===== config.mk =====
export PLATFORM = sky130hd
export DESIGN_NAME = acl_adc_ctrl
export DESIGN_NICKNAME = d
export VERILOG_FILES = /design/src/include/acl_pkg.sv /design/src/hdl/acl_adc_ctrl.sv
export SDC_FILE = /design/constraint.sdc
export NUM_CORES = 1
export LEC_CHECK = 0
export BUFFER_PORTS_ARGS = -buffer_cell sky130_fd_sc_hd__buf_4
export CORE_MARGIN = 4
export CORE_UTILIZATION = 35
export CTS_CLUSTER_DIAMETER = 50
export DETAILED_ROUTE_END_ITERATION = 8
export PLACE_DENSITY = 0.56
export RECOVER_POWER = 50
export SLEW_MARGIN = 25
export SYNTH_ARGS = -nofsm -noshare
export SYNTH_HDL_FRONTEND = slang
export SYNTH_SLANG_ARGS = --single-unit

===== constraint.sdc =====
create_clock -name mclk -period 9 [get_ports mclk]
set_input_delay 1.8 -clock mclk [delete_from_list [all_inputs] [get_ports mclk]]
set_output_delay 1.8 -clock mclk [all_outputs]
set_load 0.05 [all_outputs]

===== src/include/acl_pkg.sv =====
// Purpose: Shared constants for the converter setup and limit alert block
// Assumes: 200 MHz mclk
// Notes: Pointer codes, field positions and reset values of the register set
package acl_pkg;
  // ***************************************************
  // Timing
  // ***************************************************
  localparam int CLK_PERIOD_NS = 5;
  localparam int RDY_PULSE_NS = 8000;
  localparam int RDY_PULSE_CYC = (RDY_PULSE_NS + CLK_PERIOD_NS - 1) / CLK_PERIOD_NS;
  // ***************************************************
  // Bus addresses and commands
  // ***************************************************
  localparam logic [4:0] OWN_ADDR_BASE = 5'h12;
  localparam logic [6:0] GC_ADDR = 7'h00;
  localparam logic [6:0] ALERT_RESP_ADDR = 7'h0C;
  localparam logic [7:0] GC_RESET_CMD = 8'h06;
  // ***************************************************
  // Pointer codes
  // ***************************************************
  localparam logic [1:0] PTR_RESULT = 2'h0;
  localparam logic [1:0] PTR_SETUP = 2'h1;
  localparam logic [1:0] PTR_LOWER = 2'h2;
  localparam logic [1:0] PTR_UPPER = 2'h3;
  // ***************************************************
  // Setup word fields
  // ***************************************************
  localparam int SS_BIT = 15;
  localparam int PAIR_LSB = 12;
  localparam int GAIN_LSB = 9;
  localparam int MODE_BIT = 8;
  localparam int RATE_LSB = 5;
  localparam int CTYPE_BIT = 4;
  localparam int POL_BIT = 3;
  localparam int LAT_BIT = 2;
  localparam int QUE_LSB = 0;
  localparam logic [1:0] QUE_OFF = 2'h3;
  localparam logic [2:0] NEG_GND = 3'h4;
  // ***************************************************
  // Reset values
  // ***************************************************
  localparam logic [15:0] SETUP_RST = 16'h8583;
  localparam logic [15:0] LOWER_RST = 16'h8000;
  localparam logic [15:0] UPPER_RST = 16'h7FFF;
  localparam logic [15:0] RESULT_RST = 16'h0000;
  typedef enum logic [2:0] {
    ST_IDLE = 3'b000,
    ST_RX = 3'b001,
    ST_RACK = 3'b010,
    ST_TX = 3'b011,
    ST_TACK = 3'b100,
    ST_TNEXT = 3'b101
  } acl_bus_e;
endpackage


===== src/hdl/acl_adc_ctrl.sv =====
// Purpose: Setup word, limit registers, limit comparator and two-wire slave
// Assumes: Front end reports each result with a one-cycle conv_valid on mclk
// Notes: Bus pins are open drain; outputs are fixed low, enables drive
// Functional notes
// - Start bit write begins one shot when idle
// - Start bit reads zero while converting
// - Pair field selects input pair
// - Gain field selects full-scale range
// - Mode bit: zero continuous, one single shot
// - Rate field sets sample rate
// - Type bit: hysteresis or window comparator
// - Polarity bit sets alert active level
// - Unlatched alert releases inside window, or below lower limit in hysteresis
// - Latched alert held until result read or response
// - Response clears only lowest asserting address
// - Queue code 11 disables, pin high
// - Queue needs one, two or four results
// - Limits are 16-bit two's complement words
// - Upper msb one, lower zero: ready mode
// - Ready mode: status level or pulse
// - Low four limit bits ignored
// - Clock line never driven
// - Pointer low bits select register
// - Address from strap, sampled continuously
// - Result left-justified, zero after reset
module acl_adc_ctrl import acl_pkg::*; #(
  parameter int RDY_CYC = RDY_PULSE_CYC
) (
  input wire logic mclk,
  input wire logic resetn,
  input wire logic scl_in,
  input wire logic sda_in,
  output logic sda_out,
  output logic sda_oe,
  output logic alert_out,
  output logic alert_oe,
  input wire logic strap_bit_zero,
  input wire logic strap_bit_one,
  input wire logic [11:0] conv_data,
  input wire logic conv_valid,
  output logic conv_start,
  output logic conv_continuous,
  output logic [1:0] positive_input,
  output logic [2:0] negative_input,
  output logic [2:0] gain_range_select,
  output logic [2:0] sample_rate_select
);
  // ***************************************************
  // Functions
  // ***************************************************
  function automatic logic [2:0] q_need(input logic [1:0] q);
    q_need = (q == 2'h0) ? 3'h1 : ((q == 2'h1) ? 3'h2 : 3'h4);
  endfunction
  function automatic logic s_gt(input logic [15:0] a, input logic [15:0] b);
    s_gt = $signed(a[15:4]) > $signed(b[15:4]);
  endfunction

  // ***************************************************
  // Reset and pin synchronisers
  // ***************************************************
  logic [1:0] rst_sync_ff;
  logic rst_n;
  always_ff @(posedge mclk or negedge resetn) begin
    if (!resetn) rst_sync_ff <= 2'h0;
    else rst_sync_ff <= {rst_sync_ff[0], 1'b1};
  end
  assign rst_n = rst_sync_ff[1];

  // Clock line is only sampled, never driven, so no stretching is possible
  logic [2:0] scl_ff, sda_ff;
  logic [1:0] s0_ff, s1_ff;
  always_ff @(posedge mclk or negedge rst_n) begin
    if (!rst_n) begin
      scl_ff <= 3'h7;
      sda_ff <= 3'h7;
      s0_ff <= 2'h0;
      s1_ff <= 2'h0;
    end else begin
      scl_ff <= {scl_ff[1:0], scl_in};
      sda_ff <= {sda_ff[1:0], sda_in};
      s0_ff <= {s0_ff[0], strap_bit_zero};
      s1_ff <= {s1_ff[0], strap_bit_one};
    end
  end
  logic scl_s, sda_s, scl_rise, scl_fall, bus_start, bus_stop;
  assign scl_s = scl_ff[1];
  assign sda_s = sda_ff[1];
  assign scl_rise = scl_s & ~scl_ff[2];
  assign scl_fall = ~scl_s & scl_ff[2];
  assign bus_start = scl_s & scl_ff[2] & ~sda_s & sda_ff[2];
  assign bus_stop = scl_s & scl_ff[2] & sda_s & ~sda_ff[2];
  logic [6:0] own_addr;
  assign own_addr = {OWN_ADDR_BASE, s1_ff[1], s0_ff[1]};

  // ***************************************************
  // Registers
  // ***************************************************
  logic [15:0] setup_ff, lower_ff, upper_ff, result_ff;
  logic busy_ff, conv_start_ff, soft_rst, wr_en, rd_clr, resp_clr;
  logic [1:0] ptr_ff;
  logic [7:0] wr_hi_ff, last_byte;
  logic single_mode, powered_down, ready_mode, cmp_off;
  assign single_mode = setup_ff[MODE_BIT];
  assign powered_down = single_mode & ~busy_ff;
  assign ready_mode = upper_ff[15] & ~lower_ff[15];
  assign cmp_off = (setup_ff[QUE_LSB+:2] == QUE_OFF);

  always_ff @(posedge mclk or negedge rst_n) begin
    if (!rst_n) begin
      setup_ff <= SETUP_RST;
      lower_ff <= LOWER_RST;
      upper_ff <= UPPER_RST;
    end else if (soft_rst) begin
      setup_ff <= SETUP_RST;
      lower_ff <= LOWER_RST;
      upper_ff <= UPPER_RST;
    end else if (wr_en) begin
      unique case (ptr_ff)
        PTR_RESULT: ;
        PTR_SETUP: setup_ff <= {1'b1, wr_hi_ff[6:0], last_byte};
        PTR_LOWER: lower_ff <= {wr_hi_ff, last_byte};
        PTR_UPPER: upper_ff <= {wr_hi_ff, last_byte};
      endcase
    end
  end

  // Single-shot start: stored bit never holds, busy flag is the status
  always_ff @(posedge mclk or negedge rst_n) begin
    if (!rst_n) begin
      busy_ff <= 1'b0;
      conv_start_ff <= 1'b0;
    end else begin
      conv_start_ff <= 1'b0;
      if (soft_rst) begin
        busy_ff <= 1'b0;
      end else if (wr_en && ptr_ff == PTR_SETUP && wr_hi_ff[7] && powered_down) begin
        busy_ff <= 1'b1;
        conv_start_ff <= 1'b1;
      end else if (conv_valid) begin
        busy_ff <= 1'b0;
      end
    end
  end

  always_ff @(posedge mclk or negedge rst_n) begin
    if (!rst_n) result_ff <= RESULT_RST;
    else if (soft_rst) result_ff <= RESULT_RST;
    else if (conv_valid) result_ff <= {conv_data, 4'h0};
  end

  logic ss_status;
  assign ss_status = single_mode & ~busy_ff;
  logic [15:0] rd_word;
  always_comb begin
    unique case (ptr_ff)
      PTR_RESULT: rd_word = result_ff;
      PTR_SETUP: rd_word = {ss_status, setup_ff[14:0]};
      PTR_LOWER: rd_word = lower_ff;
      PTR_UPPER: rd_word = upper_ff;
    endcase
  end

  // ***************************************************
  // Front-end controls
  // ***************************************************
  logic [2:0] pair;
  assign pair = setup_ff[PAIR_LSB+:3];
  always_ff @(posedge mclk or negedge rst_n) begin
    if (!rst_n) begin
      positive_input <= 2'h0;
      negative_input <= 3'h1;
      gain_range_select <= 3'h2;
      sample_rate_select <= 3'h4;
      conv_continuous <= 1'b0;
    end else begin
      unique case (pair)
        3'h0: begin positive_input <= 2'h0; negative_input <= 3'h1; end
        3'h1: begin positive_input <= 2'h0; negative_input <= 3'h3; end
        3'h2: begin positive_input <= 2'h1; negative_input <= 3'h3; end
        3'h3: begin positive_input <= 2'h2; negative_input <= 3'h3; end
        default: begin positive_input <= pair[1:0]; negative_input <= NEG_GND; end
      endcase
      gain_range_select <= (setup_ff[GAIN_LSB+:3] > 3'h5) ? 3'h5 : setup_ff[GAIN_LSB+:3];
      sample_rate_select <= (setup_ff[RATE_LSB+:3] > 3'h6) ? 3'h6 : setup_ff[RATE_LSB+:3];
      conv_continuous <= ~single_mode;
    end
  end
  assign conv_start = conv_start_ff;

  // ***************************************************
  // Limit comparator
  // ***************************************************
  logic alert_ff;
  logic [2:0] q_cnt_ff;
  logic above, below, beyond, q_hit;
  assign above = s_gt(result_ff, upper_ff);
  assign below = s_gt(lower_ff, result_ff);
  assign beyond = setup_ff[CTYPE_BIT] ? (above | below) : above;
  assign q_hit = (q_cnt_ff + 3'h1) >= q_need(setup_ff[QUE_LSB+:2]);
  // Decision uses the result one cycle after conv_valid, once it is stored
  logic eval_ff;
  always_ff @(posedge mclk or negedge rst_n) begin
    if (!rst_n) eval_ff <= 1'b0;
    else eval_ff <= conv_valid;
  end
  always_ff @(posedge mclk or negedge rst_n) begin
    if (!rst_n) begin
      alert_ff <= 1'b0;
      q_cnt_ff <= 3'h0;
    end else if (soft_rst || cmp_off || ready_mode) begin
      alert_ff <= 1'b0;
      q_cnt_ff <= 3'h0;
    end else if (eval_ff && beyond) begin
      if (!q_hit) q_cnt_ff <= q_cnt_ff + 3'h1;
      if (q_hit) alert_ff <= 1'b1;
    end else if (eval_ff) begin
      q_cnt_ff <= 3'h0;
      if (!setup_ff[LAT_BIT] && (setup_ff[CTYPE_BIT] || below)) alert_ff <= 1'b0;
      else if (setup_ff[LAT_BIT] && (rd_clr || resp_clr)) alert_ff <= 1'b0;
    end else if (setup_ff[LAT_BIT] && (rd_clr || resp_clr)) begin
      alert_ff <= 1'b0;
    end
  end

  // Ready pulse length trades visibility against the fastest rate
  logic [15:0] rdy_cnt_ff;
  always_ff @(posedge mclk or negedge rst_n) begin
    if (!rst_n) rdy_cnt_ff <= 16'h0000;
    else if (conv_valid && !single_mode) rdy_cnt_ff <= 16'(RDY_CYC);
    else if (rdy_cnt_ff != 16'h0000) rdy_cnt_ff <= rdy_cnt_ff - 16'h0001;
  end
  logic asserted, pin_level;
  assign asserted = ready_mode ? (single_mode ? ss_status : (rdy_cnt_ff != 16'h0000)) : alert_ff;
  assign pin_level = cmp_off ? 1'b1 : (setup_ff[POL_BIT] ? asserted : ~asserted);
  always_ff @(posedge mclk or negedge rst_n) begin
    if (!rst_n) alert_oe <= 1'b0;
    else alert_oe <= ~pin_level;
  end
  assign alert_out = 1'b0;
  assign sda_out = 1'b0;

  // ***************************************************
  // Two-wire slave
  // ***************************************************
  acl_bus_e st_ff;
  logic [7:0] sh_ff;
  logic [3:0] bit_cnt_ff;
  logic [1:0] byte_idx_ff;
  logic is_rd_ff, is_resp_ff, is_gc_ff, sda_oe_ff, soft_rst_ff, wr_en_ff, rd_clr_ff, resp_clr_ff;
  logic [7:0] tx_byte;
  assign last_byte = sh_ff;
  // Loaded only at the address ack, so a plain read always opens with the msb
  assign tx_byte = is_resp_ff ? {own_addr, 1'b0} : rd_word[15:8];
  assign soft_rst = soft_rst_ff;
  assign wr_en = wr_en_ff;
  assign rd_clr = rd_clr_ff;
  assign resp_clr = resp_clr_ff;
  assign sda_oe = sda_oe_ff;

  always_ff @(posedge mclk or negedge rst_n) begin
    if (!rst_n) begin
      st_ff <= ST_IDLE;
      sh_ff <= 8'h00;
      bit_cnt_ff <= 4'h0;
      byte_idx_ff <= 2'h0;
      is_rd_ff <= 1'b0;
      is_resp_ff <= 1'b0;
      is_gc_ff <= 1'b0;
      sda_oe_ff <= 1'b0;
      ptr_ff <= PTR_RESULT;
      wr_hi_ff <= 8'h00;
      soft_rst_ff <= 1'b0;
      wr_en_ff <= 1'b0;
      rd_clr_ff <= 1'b0;
      resp_clr_ff <= 1'b0;
    end else begin
      soft_rst_ff <= 1'b0;
      wr_en_ff <= 1'b0;
      rd_clr_ff <= 1'b0;
      resp_clr_ff <= 1'b0;
      if (bus_start) begin
        st_ff <= ST_RX;
        bit_cnt_ff <= 4'h0;
        byte_idx_ff <= 2'h0;
        sda_oe_ff <= 1'b0;
      end else if (bus_stop) begin
        st_ff <= ST_IDLE;
        sda_oe_ff <= 1'b0;
      end else begin
        unique case (st_ff)
          ST_IDLE: ;
          ST_RX: begin
            if (scl_rise) begin
              sh_ff <= {sh_ff[6:0], sda_s};
              bit_cnt_ff <= bit_cnt_ff + 4'h1;
            end else if (scl_fall && bit_cnt_ff == 4'h8) begin
              bit_cnt_ff <= 4'h0;
              st_ff <= ST_RACK;
              sda_oe_ff <= 1'b1;
              if (byte_idx_ff == 2'h0) begin
                is_rd_ff <= sh_ff[0];
                is_resp_ff <= 1'b0;
                is_gc_ff <= 1'b0;
                if (sh_ff[7:1] == own_addr) begin
                end else if (sh_ff == {ALERT_RESP_ADDR, 1'b1} && alert_ff) begin
                  is_resp_ff <= 1'b1;
                end else if (sh_ff == {GC_ADDR, 1'b0}) begin
                  is_gc_ff <= 1'b1;
                end else begin
                  st_ff <= ST_IDLE;
                  sda_oe_ff <= 1'b0;
                end
              end else if (is_gc_ff) begin
                soft_rst_ff <= (byte_idx_ff == 2'h1) && (sh_ff == GC_RESET_CMD);
              end else if (byte_idx_ff == 2'h1) begin
                ptr_ff <= sh_ff[1:0];
              end else if (byte_idx_ff == 2'h2) begin
                wr_hi_ff <= sh_ff;
              end else begin
                wr_en_ff <= 1'b1;
              end
            end
          end
          ST_RACK: begin
            if (scl_fall) begin
              if (byte_idx_ff != 2'h3) byte_idx_ff <= byte_idx_ff + 2'h1;
              if (is_rd_ff) begin
                sh_ff <= tx_byte;
                sda_oe_ff <= ~tx_byte[7];
                st_ff <= ST_TX;
              end else begin
                sda_oe_ff <= 1'b0;
                st_ff <= ST_RX;
              end
            end
          end
          ST_TX: begin
            if (scl_rise) begin
              bit_cnt_ff <= bit_cnt_ff + 4'h1;
              if (is_resp_ff && sh_ff[7] && !sda_s) begin
                st_ff <= ST_IDLE;
                sda_oe_ff <= 1'b0;
              end
            end else if (scl_fall) begin
              if (bit_cnt_ff == 4'h8) begin
                sda_oe_ff <= 1'b0;
                bit_cnt_ff <= 4'h0;
                st_ff <= ST_TACK;
              end else begin
                sh_ff <= {sh_ff[6:0], 1'b0};
                sda_oe_ff <= ~sh_ff[6];
              end
            end
          end
          ST_TACK: begin
            if (scl_rise) begin
              resp_clr_ff <= is_resp_ff;
              rd_clr_ff <= ~is_resp_ff && (ptr_ff == PTR_RESULT) && (byte_idx_ff == 2'h1);
              if (sda_s || is_resp_ff || byte_idx_ff == 2'h2) st_ff <= ST_IDLE;
              else st_ff <= ST_TNEXT;
            end
          end
          ST_TNEXT: begin
            if (scl_fall) begin
              byte_idx_ff <= 2'h2;
              sh_ff <= rd_word[7:0];
              sda_oe_ff <= ~rd_word[7];
              st_ff <= ST_TX;
            end
          end
          default: st_ff <= ST_IDLE;
        endcase
      end
    end
  end
endmodule


==> impl_metrics.env <==
export IMPL_outcome="finished with violations"
export IMPL_violations="capacitance limit, slew limit"
export IMPL_cp_endpoint="s1_ff[0]"
export IMPL_route_detailed_drc=0
export IMPL_grt_first_pass_wirelength_microns=31180
export IMPL_worstSetupStartpoint="rst_sync_ff[1]"
export IMPL_criticalPathCategory="reg -> async"
export IMPL_synth_area_top_cells="dfrtp_1 (37%), dfstp_2 (11%), ha_1 (6.3%)"
export IMPL_grt_pass1_vias=5495
export IMPL_worstPathCellList="clkbuf_1"
export IMPL_final_layout_size_suffix_gt1_share_pct=17.65
export IMPL_wl_per_cell_microns=18.00
export IMPL_worst_r2r_path_depth=1
export IMPL_maxCapViolCount=2
export IMPL_ys_seq_area_share_pct=47.95
export IMPL_arrival_ns=4.04
export IMPL_yosysUniqueCellTypes=59
export IMPL_path_depth=1
export IMPL_min_path_type="reg -> reg"
export IMPL_vias=5568
export IMPL_cts_setup_buffers=0
export IMPL_avgSynthCellArea_sq_um=9.960
export IMPL_startpoint_type="flip-flop"
export IMPL_n_fill_cell=2037
export IMPL_fin_setup_tns_ns=0
export IMPL_cts_tree="done"
export IMPL_synth_seq_cells=142
export IMPL_critPathMaxStageDelay_ns=2.69
export IMPL_numCtsBuffers=17
export IMPL_die_w_microns=154.3
export IMPL_h_tree_depth=4
export IMPL_fp_dieH_microns=154.3
export IMPL_min_period_over_period_pct=48.69
export IMPL_grt_setup_unrepaired="false"
export IMPL_drt_antenna_violating_nets=0
export IMPL_postSynth_asyncResetShare_pct=100.0
export IMPL_dpl_cell_area_sq_um=7965
export IMPL_total_leakage_power_nw=3.811
export IMPL_yosysWarnings=0
export IMPL_seq_area_sq_um=3591
export IMPL_cp_end_kind="async pin"
export IMPL_finalMaxSlewViolations=122
export IMPL_grt_overflow_total=0
export IMPL_synth_most_common_cell="dfrtp_1"
export IMPL_worst_pin_slew_ns=3.743
export IMPL_finalWirelength_microns=19020
export IMPL_yosysTopAreaCellShare_pct=37.42
export IMPL_power_density_nw_per_um2=216.8
export IMPL_path_clk_slew_ns=0.06
export IMPL_antenna_found_initial=0
export IMPL_num_rows=53
export IMPL_synth_edff_count=0
export IMPL_cts_hold_buf=0
export IMPL_drt_pass1_iterations=5
export IMPL_slowest_stage="clkbuf_1"
export IMPL_core_sq_um=21020
export IMPL_clk_latency_ns=0.42
export IMPL_die_area_sq_um=23800
export IMPL_clkSinkCount=142
export IMPL_io_pins=36
export IMPL_postLayoutCellArea_sq_um=8543
export IMPL_r2r_end="s1_ff[0]"
export IMPL_netlist_area_sq_um=7490
export IMPL_synthFlopType="dfrtp_1"
export IMPL_netlist_top_cells_count="dfrtp_1 (112), nand2_1 (86), nor2_1 (73)"
export IMPL_finalSetupViolCount=0
export IMPL_reg2reg_slack_ns=4.62
export IMPL_period_minus_slack_ns=4.382
export IMPL_n_antenna_cell=0
export IMPL_grt_max_degree=74
export IMPL_required_ns=8.66
export IMPL_slew_headroom_pct=-149.5
export IMPL_r2r_start="rst_sync_ff[1]"
export IMPL_cts_root_buf="clkbuf_16"
export IMPL_place_congestion=0.8554
export IMPL_ir_drop_uv=112.5
export IMPL_viasPerCell=5.268
export IMPL_drtIter0Drc=457
export IMPL_hold_violations=0
export IMPL_dp_hpwl_microns=12970
export IMPL_syn_inst=752
export IMPL_fmax_mhz=228.2
export IMPL_finalClockSkew_ns=0.007425
export IMPL_cts_buffer_depth=2
export IMPL_worstPathMaxFanout=68
export IMPL_port_buffers=33
export IMPL_fin_nets=826
export IMPL_multi_input_area_sq_um=3567
export IMPL_initial_utilization_pct=35.63
export IMPL_synth_area_leader_cell="dfrtp_1"
export IMPL_critPathBufInv=1
export IMPL_crit_family="buffers and inverters"
export IMPL_cts_resized=0
export IMPL_syn_to_final_growth_pct=14.07
export IMPL_grt_usage_pct=16.50
-- sequential cells by signal (all words and copies together) (netlist names), 4 cells and up --
signal	count
bit_cnt_ff	4
last_byte	8
lower_ff	16
rdy_cnt_ff	16
result_ff	12
setup_ff	15
upper_ff	16
wr_hi_ff	8
-- how the worst min path moves through the flow --
stage | start | end | slack (ns) | cells after the start
2_1_floorplan | rst_sync_ff[0] | rst_sync_ff[1] | 0.33 | 0
3_3_place_gp | rst_sync_ff[0] | rst_sync_ff[1] | 0.34 | 0
3_5_place_dp | s1_ff[0] | s1_ff[1] | 0.34 | 0
4_1_cts | s1_ff[0] | s1_ff[1] | 0.35 | 0
5_1_grt | s1_ff[0] | s1_ff[1] | 0.36 | 0
6_report | s1_ff[0] | s1_ff[1] | 0.34 | 0
-- metal layers --
layer	up-vias	global-route usage [%]	wire length, microns
li1	2677	-	-
met3	26	3.665	920
met5	-	0	0
met1	2722	24.33	9225
met2	143	24.04	8473
met4	0	5.383	402
-- where the power goes --
part	total, mW	leakage (nW)	switching (mW)	internal (mW)
Clock	0.703	0.277	0.285	0.418
Sequential	0.794	1.75	0.102	0.692
Combinational	0.355	1.78	0.195	0.160
-- through the flow --
stage	instances	utilization (%)	hold WS, ns	total power [mW]	setup slack (ns)
after global placement	1024	37.88	0.3353	1.161	5.879
after CTS	1056	40.66	0.3455	1.874	6.053
final	1057	40.64	0.3437	1.852	4.618
after floorplan	753	-	0.3312	1.050	4.803
after detailed placement	1024	37.89	0.3364	1.161	5.785
after global routing	1057	40.64	0.3569	1.960	3.673
-- cells in the final DEF (no fill, tap or decap), drive strengths merged, types with 9 or more instances in the layout --
cell type  instances
dfstp             30
a211o             12
mux2              31
o21ai             29
a22oi             14
mux2i             16
nor2b             14
nand2             86
clkbuf            27
nand4             12
dfrtp            112
nor2              73
ha                38
nor3              11
nand3b            11
a22o               9
xnor2              9
nand3             12
buf               32
a21oi             48
inv               50
-- cell families (layout without fill, tap and decap cells) --
kind of cell,Yosys count,count (layout),synth area share [%]
multiplexers,54,54,8.904
AO/OA/AOI/OAI,152,152,13.40
AND/OR/NAND/NOR,258,258,16.72
XOR/XNOR,17,17,1.988
adder cells (fa/ha/maj),38,38,6.348
buffers and inverters,89,118,4.594
flip-flops,142,142,47.95
other,2,3,0.1003
-- area by class of cell --
type | count | share of cell area [%]
clock inverters | 12 | 1.596
multi-input cells | 522 | 41.75
flip-flops and latches | 142 | 42.03
well taps | 275 | 4.028
repair buffers | 39 | 3.295
clock buffers | 20 | 5.228
inverters | 47 | 2.065
No activity file was read; power rests on OpenSTA's default activity.
